<file path="src/hdl/supervisor_pkg.sv">
// constants, types and helpers shared by the transmitter supervisor
`default_nettype none
package supervisor_pkg;

	// ************************************************************
	// timing
	// ************************************************************
	localparam int CLK_NS        = 10;
	localparam int TICK_MS       = 100;
	localparam int TICK_CYCLES   = TICK_MS * 1_000_000 / CLK_NS;
	localparam int HOLD_MIN      = 5;
	localparam int HOLD_TICKS    = HOLD_MIN * 60 * 1000 / TICK_MS;
	localparam int MODLOSS_S     = 10;
	localparam int MODLOSS_TICKS = MODLOSS_S * 1000 / TICK_MS;
	localparam int BLINK_MS      = 500;
	localparam int BLINK_TICKS   = BLINK_MS / TICK_MS;
	localparam logic [11:0] HOLD_LAST  = 12'(HOLD_TICKS - 1);
	localparam logic [6:0]  MOD_LIMIT  = 7'(MODLOSS_TICKS);
	localparam logic [2:0]  BLINK_LAST = 3'(BLINK_TICKS - 1);

	// ************************************************************
	// register map and reset values
	// ************************************************************
	localparam logic [7:0] A_CTRL     = 8'h00;
	localparam logic [7:0] A_FWD_MIN  = 8'h04;
	localparam logic [7:0] A_REFL_MAX = 8'h08;
	localparam logic [7:0] A_WARN     = 8'h0C;
	localparam logic [7:0] A_STATUS   = 8'h10;
	localparam logic [7:0] A_INT_STAT = 8'h14;
	localparam logic [7:0] A_INT_EN   = 8'h18;
	localparam logic [7:0] A_INT_CLR  = 8'h1C;
	localparam int C_OPERATE = 0;
	localparam int C_AUTO_SB = 1;
	localparam int C_REMOTE  = 2;
	localparam logic [7:0] RST_FWD_MIN  = 8'h40;
	localparam logic [7:0] RST_REFL_MAX = 8'h20;
	localparam logic [7:0] RST_WARN     = 8'h40;
	localparam logic [7:0] PWR_FULL     = 8'hFF;
	localparam logic [8:0] MARGIN_DIV   = 9'h014;

	// event bits of the interrupt registers
	localparam int EV_FWD   = 0;
	localparam int EV_REFL  = 1;
	localparam int EV_MODSB = 2;
	localparam int EV_WARN  = 3;
	localparam int EV_W     = 4;

	// ************************************************************
	// pin synchroniser lanes
	// ************************************************************
	localparam int SYNC_W = 5;
	localparam int P_MODLOSS_N = 0;
	localparam int P_SRC_SEL   = 1;
	localparam int P_OVERRIDE  = 2;
	localparam int P_REM_OP    = 3;
	localparam int P_REM_SB    = 4;
	localparam logic [SYNC_W-1:0] SYNC_RST = 5'h01;

	// ************************************************************
	// types
	// ************************************************************
	typedef enum logic [1:0] {
		ST_STBY  = 2'b00,
		ST_RUN   = 2'b01,
		ST_HOLD  = 2'b11,
		ST_MODSB = 2'b10
	} tx_state_t;

	typedef struct packed {
		logic [SYNC_W-1:0] s1;
		logic [SYNC_W-1:0] s2;
	} sync_st_t;

	typedef struct packed {
		logic [23:0] cnt;
		logic        tick;
	} div_st_t;

	// threshold raised by five percent, one bit wider
	function automatic logic [8:0] thr_plus_margin(input logic [7:0] t);
		return {1'b0, t} + ({1'b0, t} / MARGIN_DIV);
	endfunction

endpackage
`default_nettype wire

</file>
<file path="src/hdl/pin_sync.sv">
// two-stage synchroniser for the asynchronous panel and jumper pins
`default_nettype none
module pin_sync
	import supervisor_pkg::*;
(
	input  wire logic              pclk,
	input  wire logic              presetn,
	input  wire logic [SYNC_W-1:0] pins,
	output logic      [SYNC_W-1:0] pins_sync
);

	sync_st_t st_ff;
	sync_st_t nxt_st;

	always_comb begin
		nxt_st    = st_ff;
		nxt_st.s1 = pins;
		nxt_st.s2 = st_ff.s1;
	end

	always_ff @(posedge pclk or negedge presetn) begin
		if (!presetn) begin
			st_ff <= {SYNC_RST, SYNC_RST};
		end else begin
			st_ff <= nxt_st;
		end
	end

	assign pins_sync = st_ff.s2;

endmodule
`default_nettype wire

</file>
<file path="src/hdl/tick_divider.sv">
// prescaler giving one-cycle tick pulses for the supervision timers
`default_nettype none
module tick_divider
	import supervisor_pkg::*;
#(
	parameter int TICK_N = TICK_CYCLES
) (
	input  wire logic pclk,
	input  wire logic presetn,
	output logic      tick
);

	div_st_t st_ff;
	div_st_t nxt_st;

	always_comb begin
		nxt_st      = st_ff;
		nxt_st.tick = 1'b0;
		if (st_ff.cnt == 24'(TICK_N - 1)) begin
			nxt_st.cnt  = 24'h000000;
			nxt_st.tick = 1'b1;
		end else begin
			nxt_st.cnt = st_ff.cnt + 24'h000001;
		end
	end

	always_ff @(posedge pclk or negedge presetn) begin
		if (!presetn) begin
			st_ff <= '0;
		end else begin
			st_ff <= nxt_st;
		end
	end

	assign tick = st_ff.tick;

endmodule
`default_nettype wire

</file>
<file path="src/hdl/transmitter_fault_supervisor.sv">
// transmitter supervisor: power faults, foldback, stand-by, relays, APB
`default_nettype none
// Contract
// - low forward power in operation turns the transmitter off with a fault for five minutes.
// - after that hold-off the transmitter is re-enabled and trips again if forward power is still low.
// - reflected power at or above its maximum starts a gradual reduction of forward power.
// - reflected power at or over the maximum plus five percent turns the transmitter off for five minutes.
// - after the reflected hold-off it re-enables and trips again if still over the maximum plus five percent.
// - foldback keeps lowering forward power until reflected power is below the maximum.
// - once reflected power is normal, forward power climbs back to full on its own.
// - with auto stand-by enabled, modulation loss lasting over ten seconds forces stand-by.
// - after such a stand-by, a transmitter in operate mode resumes as soon as modulation returns.
// - amplifier power below the warning level blinks the amber health indicator.
// - with remote control disabled, terminal-block and serial commands are ignored.
// - source select low: relays released, modulator path used, modulator indicator lit.
// - source select high: relays energised, receiver path used, modulator indicator dark.
// - the override jumper forces the internal modulator regardless of source select.
module transmitter_fault_supervisor
	import supervisor_pkg::*;
#(
	parameter int TICK_CYCLES_P = TICK_CYCLES
) (
	input  wire logic        pclk,
	input  wire logic        presetn,
	input  wire logic        psel,
	input  wire logic        penable,
	input  wire logic        pwrite,
	input  wire logic [7:0]  paddr,
	input  wire logic [31:0] pwdata,
	output logic      [31:0] prdata,
	output logic             pready,
	output logic             pslverr,
	input  wire logic [7:0]  fwd_power,
	input  wire logic [7:0]  refl_power,
	input  wire logic [7:0]  amp_power,
	input  wire logic        mod_loss_n,
	input  wire logic        source_select_input,
	input  wire logic        select_override_jumper,
	input  wire logic        remote_operate_in,
	input  wire logic        remote_standby_in,
	input  wire logic        serial_cmd_valid,
	input  wire logic        serial_cmd_operate,
	output logic             tx_enable,
	output logic [7:0]       power_level,
	output logic             fwd_fault,
	output logic             refl_fault,
	output logic             amber_blink,
	output logic             modulator_input_relay,
	output logic             receiver_input_relay,
	output logic             modulator_enable_indicator,
	output logic             irq
);

	// ************************************************************
	// state
	// ************************************************************
	typedef struct packed {
		tx_state_t        state;
		logic             op_mode;
		logic             auto_sb;
		logic             remote_en;
		logic [7:0]       fwd_min;
		logic [7:0]       refl_max;
		logic [7:0]       warn_lvl;
		logic [11:0]      hold_cnt;
		logic [6:0]       mod_cnt;
		logic [2:0]       blink_cnt;
		logic [7:0]       pwr;
		logic             fault_fwd;
		logic             fault_refl;
		logic             warn_d;
		logic             amber;
		logic             sel;
		logic             ind;
		logic             tx_en;
		logic [EV_W-1:0]  int_stat;
		logic [EV_W-1:0]  int_en;
		logic             irq;
		logic             pready;
		logic             pslverr;
		logic [31:0]      prdata;
	} sup_st_t;

	sup_st_t           s_ff;
	sup_st_t           nxt_s;
	logic [SYNC_W-1:0] pin_s;
	logic              tick;
	logic              mod_ok;
	logic              refl_big;
	logic              fwd_low;
	logic              warn;
	logic              rem_on;
	logic              rem_off;
	logic              wr_ok;
	logic              ctrl_wr;
	logic [EV_W-1:0]   evt;
	logic [EV_W-1:0]   clr;

	function automatic logic is_mapped(input logic [7:0] a);
		return a <= A_INT_CLR && a[1:0] == 2'b00;
	endfunction

	// ************************************************************
	// pins and time base
	// ************************************************************
	pin_sync u_sync (
		.pclk      (pclk),
		.presetn   (presetn),
		.pins      ({remote_standby_in, remote_operate_in, select_override_jumper,
		             source_select_input, mod_loss_n}),
		.pins_sync (pin_s)
	);

	tick_divider #(
		.TICK_N (TICK_CYCLES_P)
	) u_div (
		.pclk    (pclk),
		.presetn (presetn),
		.tick    (tick)
	);

	assign mod_ok   = pin_s[P_MODLOSS_N];
	// trip at threshold plus five percent
	assign refl_big = {1'b0, refl_power} >= thr_plus_margin(s_ff.refl_max);
	assign fwd_low  = fwd_power < s_ff.fwd_min;
	assign warn     = amp_power < s_ff.warn_lvl;
	assign wr_ok    = psel && penable && s_ff.pready && pwrite;
	assign ctrl_wr  = wr_ok && paddr == A_CTRL;

	// remote commands gated by the enable
	assign rem_on  = s_ff.remote_en &&
	                 (pin_s[P_REM_OP] || (serial_cmd_valid && serial_cmd_operate));
	assign rem_off = s_ff.remote_en &&
	                 (pin_s[P_REM_SB] || (serial_cmd_valid && !serial_cmd_operate));

	always_comb begin
		nxt_s         = s_ff;
		evt           = '0;
		clr           = '0;

		// ************************************************************
		// APB slave: one wait state, error on unmapped words
		// ************************************************************
		nxt_s.pready  = 1'b0;
		nxt_s.pslverr = 1'b0;
		if (psel && penable && !s_ff.pready) begin
			nxt_s.pready  = 1'b1;
			nxt_s.pslverr = !is_mapped(paddr);
			nxt_s.prdata  = 32'h00000000;
			if (paddr == A_CTRL) begin
				nxt_s.prdata[2:0] = {s_ff.remote_en, s_ff.auto_sb, s_ff.op_mode};
			end else if (paddr == A_FWD_MIN) begin
				nxt_s.prdata[7:0] = s_ff.fwd_min;
			end else if (paddr == A_REFL_MAX) begin
				nxt_s.prdata[7:0] = s_ff.refl_max;
			end else if (paddr == A_WARN) begin
				nxt_s.prdata[7:0] = s_ff.warn_lvl;
			end else if (paddr == A_STATUS) begin
				nxt_s.prdata[15:0] = {s_ff.pwr, 1'b0, s_ff.tx_en, s_ff.sel,
				                      s_ff.amber, s_ff.fault_refl, s_ff.fault_fwd, s_ff.state};
			end else if (paddr == A_INT_STAT) begin
				nxt_s.prdata[EV_W-1:0] = s_ff.int_stat;
			end else if (paddr == A_INT_EN) begin
				nxt_s.prdata[EV_W-1:0] = s_ff.int_en;
			end
		end

		if (wr_ok && !s_ff.pslverr) begin
			if (paddr == A_CTRL) begin
				nxt_s.op_mode   = pwdata[C_OPERATE];
				nxt_s.auto_sb   = pwdata[C_AUTO_SB];
				nxt_s.remote_en = pwdata[C_REMOTE];
			end else if (paddr == A_FWD_MIN) begin
				nxt_s.fwd_min = pwdata[7:0];
			end else if (paddr == A_REFL_MAX) begin
				nxt_s.refl_max = pwdata[7:0];
			end else if (paddr == A_WARN) begin
				nxt_s.warn_lvl = pwdata[7:0];
			end else if (paddr == A_INT_EN) begin
				nxt_s.int_en = pwdata[EV_W-1:0];
			end else if (paddr == A_INT_CLR) begin
				clr = pwdata[EV_W-1:0];
			end
		end

		if (!ctrl_wr && rem_on) begin
			nxt_s.op_mode = 1'b1;
		end else if (!ctrl_wr && rem_off) begin
			nxt_s.op_mode = 1'b0;
		end

		// ************************************************************
		// modulation loss timer
		// ************************************************************
		// restart whenever loss begins anew
		if (mod_ok || !s_ff.auto_sb) begin
			nxt_s.mod_cnt = 7'h00;
		end else if (tick && s_ff.mod_cnt <= MOD_LIMIT) begin
			nxt_s.mod_cnt = s_ff.mod_cnt + 7'h01;
		end

		// ************************************************************
		// supervision state machine
		// ************************************************************
		case (s_ff.state)
			ST_STBY: begin
				nxt_s.pwr = PWR_FULL;
				if (s_ff.op_mode) begin
					nxt_s.state = ST_RUN;
				end
			end
			ST_RUN: begin
				if (!s_ff.op_mode) begin
					nxt_s.state = ST_STBY;
				end else if (refl_big) begin
					nxt_s.state      = ST_HOLD;
					nxt_s.fault_refl = 1'b1;
					nxt_s.hold_cnt   = 12'h000;
					evt[EV_REFL]     = 1'b1;
				end else if (fwd_low) begin
					nxt_s.state     = ST_HOLD;
					nxt_s.fault_fwd = 1'b1;
					nxt_s.hold_cnt  = 12'h000;
					evt[EV_FWD]     = 1'b1;
				end else if (s_ff.mod_cnt > MOD_LIMIT) begin
					nxt_s.state    = ST_MODSB;
					evt[EV_MODSB]  = 1'b1;
				end else if (tick) begin
					// one small step per tick, never a cut
					if (refl_power >= s_ff.refl_max) begin
						// keep folding while not yet below
						if (s_ff.pwr != 8'h00) begin
							nxt_s.pwr = s_ff.pwr - 8'h01;
						end
					end else if (s_ff.pwr != PWR_FULL) begin
						nxt_s.pwr = s_ff.pwr + 8'h01;
					end
				end
			end
			ST_HOLD: begin
				if (!s_ff.op_mode) begin
					nxt_s.state      = ST_STBY;
					nxt_s.fault_fwd  = 1'b0;
					nxt_s.fault_refl = 1'b0;
				end else if (tick) begin
					if (s_ff.hold_cnt == HOLD_LAST) begin
						nxt_s.state      = ST_RUN;
						nxt_s.fault_fwd  = 1'b0;
						nxt_s.fault_refl = 1'b0;
					end else begin
						nxt_s.hold_cnt = s_ff.hold_cnt + 12'h001;
					end
				end
			end
			ST_MODSB: begin
				// resume as soon as modulation is back
				if (!s_ff.op_mode) begin
					nxt_s.state = ST_STBY;
				end else if (mod_ok) begin
					nxt_s.state = ST_RUN;
				end
			end
			default: begin
				nxt_s.state = ST_STBY;
			end
		endcase
		nxt_s.tx_en = nxt_s.state == ST_RUN;

		// ************************************************************
		// amber warning blink
		// ************************************************************
		// blink while amplifier output is low
		nxt_s.warn_d = warn;
		if (!warn) begin
			nxt_s.amber     = 1'b0;
			nxt_s.blink_cnt = 3'h0;
		end else if (tick) begin
			if (s_ff.blink_cnt == BLINK_LAST) begin
				nxt_s.blink_cnt = 3'h0;
				nxt_s.amber     = !s_ff.amber;
			end else begin
				nxt_s.blink_cnt = s_ff.blink_cnt + 3'h1;
			end
		end
		evt[EV_WARN] = warn && !s_ff.warn_d;

		// ************************************************************
		// IF source relays
		// ************************************************************
		// jumper forces the internal modulator
		nxt_s.sel = pin_s[P_SRC_SEL] && !pin_s[P_OVERRIDE];
		nxt_s.ind = !nxt_s.sel;

		// ************************************************************
		// interrupt status: a new event beats a clear
		// ************************************************************
		nxt_s.int_stat = (s_ff.int_stat & ~clr) | evt;
		nxt_s.irq      = |(nxt_s.int_stat & nxt_s.int_en);
	end

	always_ff @(posedge pclk or negedge presetn) begin
		if (!presetn) begin
			s_ff          <= '0;
			s_ff.state    <= ST_STBY;
			s_ff.fwd_min  <= RST_FWD_MIN;
			s_ff.refl_max <= RST_REFL_MAX;
			s_ff.warn_lvl <= RST_WARN;
			s_ff.pwr      <= PWR_FULL;
			s_ff.ind      <= 1'b1;
		end else begin
			s_ff <= nxt_s;
		end
	end

	assign prdata                     = s_ff.prdata;
	assign pready                     = s_ff.pready;
	assign pslverr                    = s_ff.pslverr;
	assign tx_enable                  = s_ff.tx_en;
	assign power_level                = s_ff.pwr;
	assign fwd_fault                  = s_ff.fault_fwd;
	assign refl_fault                 = s_ff.fault_refl;
	assign amber_blink                = s_ff.amber;
	assign modulator_input_relay      = s_ff.sel;
	assign receiver_input_relay       = s_ff.sel;
	assign modulator_enable_indicator = s_ff.ind;
	assign irq                        = s_ff.irq;
endmodule
`default_nettype wire

</file>
<file path="config.mk">
export PLATFORM = sky130hd
export DESIGN_NAME = transmitter_fault_supervisor
export DESIGN_NICKNAME = d
export VERILOG_FILES = /design/src/hdl/supervisor_pkg.sv /design/src/hdl/pin_sync.sv /design/src/hdl/tick_divider.sv /design/src/hdl/transmitter_fault_supervisor.sv
export SDC_FILE = /design/constraint.sdc
export NUM_CORES = 1
export LEC_CHECK = 0
export BUFFER_PORTS_ARGS = -buffer_cell sky130_fd_sc_hd__buf_2
export CAP_MARGIN = 30
export CORE_ASPECT_RATIO = 1.1
export CORE_UTILIZATION = 30
export DETAILED_ROUTE_END_ITERATION = 8
export HOLD_SLACK_MARGIN = 0.03
export SLEW_MARGIN = 20
export SYNTH_ARGS = -nofsm -noshare
export SYNTH_HDL_FRONTEND = slang
export SYNTH_SLANG_ARGS = --single-unit
export TNS_END_PERCENT = 1
</file>
<file path="constraint.sdc">
create_clock -name pclk -period 11.7 [get_ports pclk]
set_input_delay 1.17 -clock pclk [delete_from_list [all_inputs] [get_ports pclk]]
set_output_delay 1.17 -clock pclk [all_outputs]
set_load 0.02 [all_outputs]
</file>
## Word-level counts from Yosys, hierarchy flattened

Cells that the tools add are included.

| storage, ports and cells | value |
|---|---|
| bits in registers | 128 |
| input port bits | 76 |
| output and inout bits | 50 |
| word-level logic and storage cells | 218 |

| operators by class | value |
|---|---|
| add/sub/neg operators | 7 |
| divide/modulo/power cells | 1 |
| order comparisons | 7 |
| eq/ne operators | 32 |
| muxes and demuxes | 87 |
| bitwise gates (word level) | 7 |
| reductions and logical operators | 49 |

Operators by type and width:

| cell | count |
|---|---|
| $mux 8 | 16 |
| $mux 12 | 7 |
| $mux 4 | 16 |
| $mux 24 | 2 |
| $mux 34 | 1 |
| $eq 8x5->1 const B | 4 |
| $mux 27 | 1 |
| $mux 2 | 13 |
| $add 24x1->24 const B | 1 |
| $eq 24x24->1 const B | 1 |
| $pmux 12 s2 | 1 |
| $mux 3 | 7 |
| $eq 8x4->1 const B | 2 |
| $logic_and 1x1->1 | 16 |
| $lt 8x8->1 | 2 |
| $mux 16 | 1 |
| $ne 2x2->1 const B | 8 |
| $pmux 8 s2 | 1 |
| $mux 1 | 14 |
| $mux 7 | 2 |
| $mux 13 | 1 |
| $add 12x1->12 const B | 1 |
| $eq 12x12->1 const B | 1 |
| $ne 3x3->1 const B | 4 |
| 40 further kinds | 67 |

## Depth between registers and ports, before layout

Gate-level depths: netlist of run 1.

| logic depth | value |
|---|---|
| word-level depth | 13 |
| depth in mapped cells | 22 |
| depth with buffers taken out | 22 |

## By module

A second synthesis of run 1 with hierarchy kept.

| unflattened totals | value |
|---|---|
| cell total of the unflattened synthesis | 790 |
| area total of the unflattened synthesis | 7508.5 um2 |

By module, submodules not included:

| module | instances | cells an instance | area each (um2) |
|---|---|---|---|
| transmitter_fault_supervisor | 1 | 675 | 6083.3 |
| tick_divider | 1 | 105 | 1172.4 |
| pin_sync | 1 | 10 | 252.7 |

## Worst setup path before layout of run 1

Ideal clock, no wire load.

| path | value |
|---|---|
| kind | reg2reg |
| from | reg s_ff[93] in the netlist's numbering |
| to | reg s_ff, in the netlist power_level[7] |
| library setup time | 0.082 ns |
| data arrival time | 4.552 ns |
| setup slack | 7.066 ns |
| cell stages (with the launch flop) | 21 |
| path buffers | 0 |
| period minus slack after synthesis | 4.634 ns |
| path through | dfstp_2 -> ha_1 -> o21ai_0 -> nor2_1 -> a21oi_1 -> a21oi_1 -> o221ai_1 -> o21ai_0 -> ha_1 -> fa_1 -> a211oi_1 -> nor2_1 -> xnor2_1 -> ha_1 -> a211oi_1 -> o21ai_0 -> a21oi_1 -> o31ai_1 -> nor4_1 -> a21bo_2 -> a21oi_1 |

| on the way | value |
|---|---|
| cells in the longest elaborated chain, start to end | 8 |
| elaborated cells on any way between the ends | 15 |

RTL lines:

| what | RTL line | text |
|---|---|---|
| from (decl) | transmitter_fault_supervisor.sv:84 | `sup_st_t s_ff;` |
| from (signal assigned) | transmitter_fault_supervisor.sv:311 | `s_ff <= nxt_s;` |
| parallel branches: the longest is 8 deep, another holds $div 8x5->9 | - |  |

Parallel ways; which one is timed is not known. The select of a mux whose other input is x is not followed.
A chain may end at the register's enable or synchronous reset.

==> run metrics, run 1 <==
DRC Markers=0; Worst Hold Class=register to register; P&R area growth vs syn=15.6%; first-pass GRT wire length=~28 mm; fin crit period=about 5.5 ns; Root Buffer=clkbuf_16; CTS tree=built; RSZ-0062 raised after global routing=no; initial antenna violation count=0; max_cap viols=0; Post-Place Cell Area=7860 um^2; ANT nets after route=0; Core Region=23800 um^2; Pins Over Slew Limit=0; DP HPWL=12.8 mm; Sw Ratio=0.233; CTS H-tree depth=4; setup TNS=0 ns; fin crit share=0.474; Pint=0.000820 W; Synth Cell Area=7330 um^2; Worst-Margin Slew=0.849 ns; FP Rows=59; # diodes=0; all-layer global routing usage=0.144; grt peak-use layer=met2; Pre-Repair DR Iteration Count=5; Cell Pwr Density=126 nW/um^2; Ports=126; share of the synthesized area in the top cell type=0.389; initial core utilization=0.307; kind of end point of the critical path=register; Clock Skew=about 0.014 ns; Final Cell Area=around 8500 um^2; async set-reset flop share out of synthesis=1.00; Synth Instances=about 760; clk_lat worst skew=about 0.4 ns; met1 GRT Util=0.195; worst setup path class=register to register; CTS Buffer Depth=2; Net Switching=~0.00025 W; CP startpoint kind=register; Final Hold Fails=0; Max Clk Rate=0.180 GHz; Comb pwr share=0.069; status=completed; IO buf count=85; average size of a mapped cell=~9.7 um^2; Post-synth top flop=dfrtp_1; R2R Path Start=s_ff[94]; DRC marker count from the first detailed-route iteration=282; Setup crit start=s_ff[94]; worst-path fanout max=7; final setup violation count=0; Post-synth EDFFs=0; TritonCTS buffer count=17; clock-pin transition on the worst setup and hold timing paths=0.06 ns; leakage=3.96 nW; count leader, synth=dfrtp_1; slew margin rel.=0.429; post-synthesis sequential area ratio=0.439; FF+latch count, synth=128; CP peak stage delay=0.76 ns; largest net degree at the start of global routing=79; hold path start=u_sync.nxt_st[2]; worst-case vdd ir drop=roughly 85 uV; Area contributors post-synth=dfrtp_1, ha_1, dfstp_2; die height=approximately 170 um; Critical Path AT=around 5.8 ns; global placement routability congestion=roughly 0.85; Synth cell types=64; post-CTS sizing=0; # nets final=953; Buf/Inv on CP=1; post-layout util=0.355; synth cell count leaders=dfrtp_1, nand2_1, nor2_1; Flop pwr share=0.430; Clk pwr share=0.501; via count=5586; CP max stage cell=o31ai_1; post-DR wirelength/cell=around 15 um; Die W=151 um; CP cell instances=inv_1 > ha_1 > o21ai_0 > nor2_1 > a21oi_1 > a21oi_1 > o221ai_1 > o21ai_0 > ha_1 > fa_1 > a211oi_1 > nor2_1 > xnor2_1 > ha_1 > nand2_1 > o21ai_0 > a21oi_1 > o31ai_1 > nor2_1 > and2_1 > a221o_1; layout filler cell count=2407; hold_buf cts=0; overall routed net length=17.1 mm; cell family with most CP delay=compound AO/OA/AOI/OAI gates; met2 Usage GRT=0.232; GR met3 Demand/Resource=0.0275; GRT overflow=0; vias in the first global route=5508; # Post-CTS Setup Buffers=0; largest area contributor in the netlist=dfrtp_1; Ys Warns=0; Clock Sinks=128; CP required=about 12 ns; drt via density=4.88; share of layout cells above drive strength 1=0.190; die area=25100 um^2
## final timing paths
kind | slack [ns] | cells after the start | end
hold reg to reg | 0.35 | 0 | u_sync.pins_sync[2]
hold / removal | 0.35 | 0 | u_sync.pins_sync[2]
setup reg to reg | 6.16 | 21 | irq
min in group asynchronous | 0.76 | 1 | u_div.st_ff[11]
setup / recovery | 6.16 | 21 | irq
max in group asynchronous | 9.77 | 2 | prdata[15]
## per-stage QoR
step	instances	hold WS (ns)	setup WS (ns)	total power, W
detailed placement	1111	0.335	6.21	0.000542
finish	1145	0.346	6.16	0.00107
global route	1145	0.355	5.62	0.00111
global placement	1110	0.333	6.06	0.000541
CTS	1143	0.348	6.17	0.00108
floorplan	774	0.331	7.07	0.000511
## per-layer routing
layer  routed length (um)  vias to the layer above
li1                     -                     2763
met1                 7950                     2692
met2                 8130                      115
met3                  779                       16
met4                  226                        0
met5                    0                        -
## final cells by class
cell class / count / area, um^2 / share of cell area
clock buffers: 24 / 502 / 0.0592
clock inverters: 8 / 103 / 0.0121
inverters: 41 / 154 / 0.0182
multi-input cells: 547 / 3640 / 0.429
flip-flops and latches: 128 / 3220 / 0.380
well taps: 305 / 382 / 0.0450
repair buffers: 92 / 479 / 0.0565
## flip-flops by register name (all words and copies together), names as in the netlist
| name | flops |
|---|---|
| u_sync.pins_sync | 5 |
| prdata | 16 |
| refl_fault | 1 |
| pslverr | 1 |
| amber_blink | 1 |
| modulator_enable_indicator | 1 |
| power_level | 8 |
| pready | 1 |
| s_ff | 60 |
| tx_enable | 1 |
| fwd_fault | 1 |
| modulator_input_relay | 1 |
| u_div.tick | 1 |
| u_sync.nxt_st | 5 |
| u_div.st_ff | 24 |
| irq | 1 |
## cells in the final DEF, fill, tap and decap left out, drive strengths merged, types with 3 or more instances in the layout
cell     count
a22oi        6
xnor2       24
nor4         8
mux2        16
and2         7
clkinv       5
o21ai       34
ha          48
buf         91
nand2       72
a2111oi      4
nand3       30
and3        17
o211ai       4
nor3        14
mux2i        7
nand4       14
a211oi       7
nor3b        3
nor2        69
or3          5
or2          3
a21oi       36
conb        16
inv         40
nor2b        8
xor2        24
o31ai        6
and4         3
o21a         4
nand2b       8
a21o        10
dfrtp      114
clkbuf      25
dfstp       14
o221ai       5
a31oi        5
## power by group through the flow
| stage | combinational, W | clock (W) | sequential, W |
|---|---|---|---|
| floorplan | 0.0000453 | 0 | 0.000466 |
| global placement | 0.0000730 | 0 | 0.000468 |
| detailed placement | 0.0000745 | 0 | 0.000468 |
| CTS | 0.0000749 | 0.000548 | 0.000460 |
| global route | 0.0000843 | 0.000568 | 0.000461 |
| finish | 0.0000733 | 0.000536 | 0.000460 |
## kinds of logic (layout without fill, tap and decap cells)
family          Yosys count  in the layout  synth area share
simple gates            269            269             0.182
compound gates          140            140             0.126
flops                   128            128             0.439
buf+inv                  99            165            0.0725
fa+ha+maj                51             51            0.0887
xor+xnor                 48             48            0.0573
mux                      23             23            0.0341
other cells               1             16          0.000511
Power figures use the tool's default switching activity.
==> inputs of run 2 (changes only) <==
==> constraint.sdc (replaced) <==
create_clock -name pclk -period 4.9 [get_ports pclk]
set_input_delay 0.49 -clock pclk [delete_from_list [all_inputs] [get_ports pclk]]
set_output_delay 0.49 -clock pclk [all_outputs]
set_load 0.02 [all_outputs]
==> run metrics, run 2 (synthesis results as in run 1) <==
status=completed; kind of end point of the critical path=register; share of layout cells above drive strength 1=0.222 (+0.0312); initial antenna violation count=0 (unchanged); Largest Register=s_ff; CP required=5.19 ns (-6.79 ns); max_cap viols=0 (unchanged); commonest cells after routing, fill and taps aside=dfrtp_1, buf_2, nand2_1, nor2_1, ha_1; post-DR wirelength/cell=15.0 um (+0.83%); fin crit share=0.952 (+0.478); # diodes=0 (unchanged); FF-to-FF setup slack=0.24 ns (-5.92 ns); all-layer global routing usage=0.145 (+0.000921); max FFs per register=60 (unchanged); Critical R2R Capture=irq; IO buf count=85 (unchanged); R2R Path Start=s_ff[93]; Fin Hold WS=0.127 ns (-0.219 ns); DRC marker count from the first detailed-route iteration=291 (+3.2%); die height=166 um (unchanged); Core Region=23800 um^2 (unchanged); Post-Place Cell Area=8010 um^2 (+1.9%); largest net degree at the start of global routing=88 (+11%); Buf/Inv on CP=2 (+1); DRC Markers=0 (unchanged); global placement routability congestion=0.864 (+1.4%); DP HPWL=12.9 mm (+1.1%); first-pass GRT wire length=28.0 mm (-1.2%); Ports=126 (unchanged); Root Buffer=clkbuf_16; vias in the first global route=5619 (+2.0%); cell family with most CP delay=compound AO/OA/AOI/OAI gates; via count=5678 (+1.6%); Max Clk Rate=0.214 GHz (+19%); Worst Hold Class=primary input to asynchronous set/reset pin; CTS tree=built; leakage=4.06 nW (+2.5%); CP cell instances=ha_1 > o21ai_2 > nor2_1 > a21oi_1 > a21oi_1 > o221ai_1 > o21ai_0 > ha_2 > fa_2 > buf_4 > a21o_1 > a21oi_1 > xnor2_1 > ha_1 > a21oi_2 > o21ai_1 > a21oi_2 > buf_4 > nor3_2 > a22o_1 > a221o_1 > a221o_1; worst-case vdd ir drop=144 uV (+69%); reg2reg path depth=22 (+4.8%); fin crit period=4.66 ns (-0.877 ns); hold_buf cts=0 (unchanged); ANT nets after route=0 (unchanged); Clock Sinks=128 (unchanged); drt via density=4.89 (+0.16%); Die W=151 um (unchanged); TritonCTS buffer count=17 (unchanged); final setup violation count=0 (unchanged); clk_lat worst skew=0.42 ns (about the same); initial core utilization=0.307 (unchanged); Top cell by count, worst path=a21oi_1; Pre-Repair DR Iteration Count=4 (-1); GRT overflow=0 (unchanged); Cell Pwr Density=302 nW/um^2 (+140%); Pins Over Slew Limit=0 (unchanged); die area=25100 um^2 (unchanged); overall routed net length=17.5 mm (+2.3%); CTS Buffer Depth=2 (unchanged); FP Rows=59 (unchanged); P&R area growth vs syn=18.9%; Final Cell Area=8720 um^2 (+2.9%); slew margin rel.=0.373 (-0.0562); Clock Skew=0.0118 ns (-0.00253 ns); Critical Path AT=4.95 ns (-0.87 ns); Final Hold Fails=0 (unchanged); Worst-Margin Slew=0.932 ns (+0.0829 ns); most common cell after layout, fill and taps aside=dfrtp_1; CTS H-tree depth=4 (unchanged); total power=0.00263 W (+150%); CP peak stage delay=0.58 ns (-0.18 ns); worst-path fanout max=6 (-1); setup TNS=0 ns (unchanged); # nets final=970 (+1.8%); CP max stage cell=dfstp_2; clock-pin transition on the worst setup and hold timing paths=0.06 ns (about the same); worst setup path class=register to register; # Post-CTS Setup Buffers=0 (unchanged); CP startpoint kind=register
==> run 2: cell type report <==
type,count,area [um^2]
clock buffers,22,474
flip-flops and latches,128,3220
repair buffers,109,624
well taps,305,382
inverters,41,154
fillers,2425,15100
clock inverters,10,159
multi-input cells,547,3710
==> run 2: worst max path at each step <==
| stage | cells past startpoint | endpoint | slack, ns | from |
|---|---|---|---|---|
| after floorplan | 20 | power_level[7] | 0.27 | s_ff[93] |
| after global placement | 21 | power_level[7] | 0.002 | s_ff[93] |
| after detailed placement | 22 | power_level[3] | -0.07 | s_ff[93] |
| after CTS | 21 | power_level[7] | 0.03 | s_ff[93] |
| after global routing | 22 | irq | -0.02 | s_ff[93] |
| final | 22 | irq | 0.24 | s_ff[93] |
==> run 2: worst register-to-register path: stages (launching register included) <==
cell      delay (ns)
dfstp_2         0.58
ha_1            0.27
o21ai_2         0.17
nor2_1          0.06
a21oi_1         0.16
a21oi_1         0.09
o221ai_1        0.15
o21ai_0         0.13
ha_2            0.20
fa_2            0.35
buf_4           0.15
a21o_1          0.16
a21oi_1         0.16
xnor2_1         0.14
ha_1            0.27
a21oi_2         0.15
o21ai_1         0.08
a21oi_2         0.19
buf_4           0.15
nor3_2          0.05
a22o_1          0.26
a221o_1         0.34
a221o_1         0.28
==> run 2: metrics by stage <==
| step | worst slack, ns | util | std cells |
|---|---|---|---|
| after floorplan | 0.266 | - | 774 |
| after global placement | 0.00210 | 0.336 | 1129 |
| after global routing | -0.0169 | 0.366 | 1162 |
| after CTS | 0.0321 | 0.363 | 1161 |
| after detailed placement | -0.0740 | 0.336 | 1129 |
| final | 0.237 | 0.366 | 1162 |
==> run 2: where the power goes <==
part           internal, W  switching [W]  total, W
clock             0.000889       0.000465   0.00135
sequential         0.00108      0.0000200   0.00110
combinational    0.0000656       0.000115  0.000180
total              0.00203       0.000600   0.00263
==> run 2: routing by layer <==
| metal | vias to the layer above | global-route usage | routed length [um] |
|---|---|---|---|
| met5 | - | 0 | 0 |
| met4 | 0 | 0.0522 | 326 |
| met3 | 30 | 0.0409 | 884 |
| met2 | 143 | 0.240 | 8460 |
| met1 | 2712 | 0.178 | 7810 |
| li1 | 2793 | - | - |
==> run 2: what timing repair did <==
| action | in CTS | in global routing |
|---|---|---|
| endpoints found under the setup margin | 8 | 25 |
| pin swaps | 0 | 3 |
| resized for setup | 3 | 15 |
| cloned | 0 | 0 |
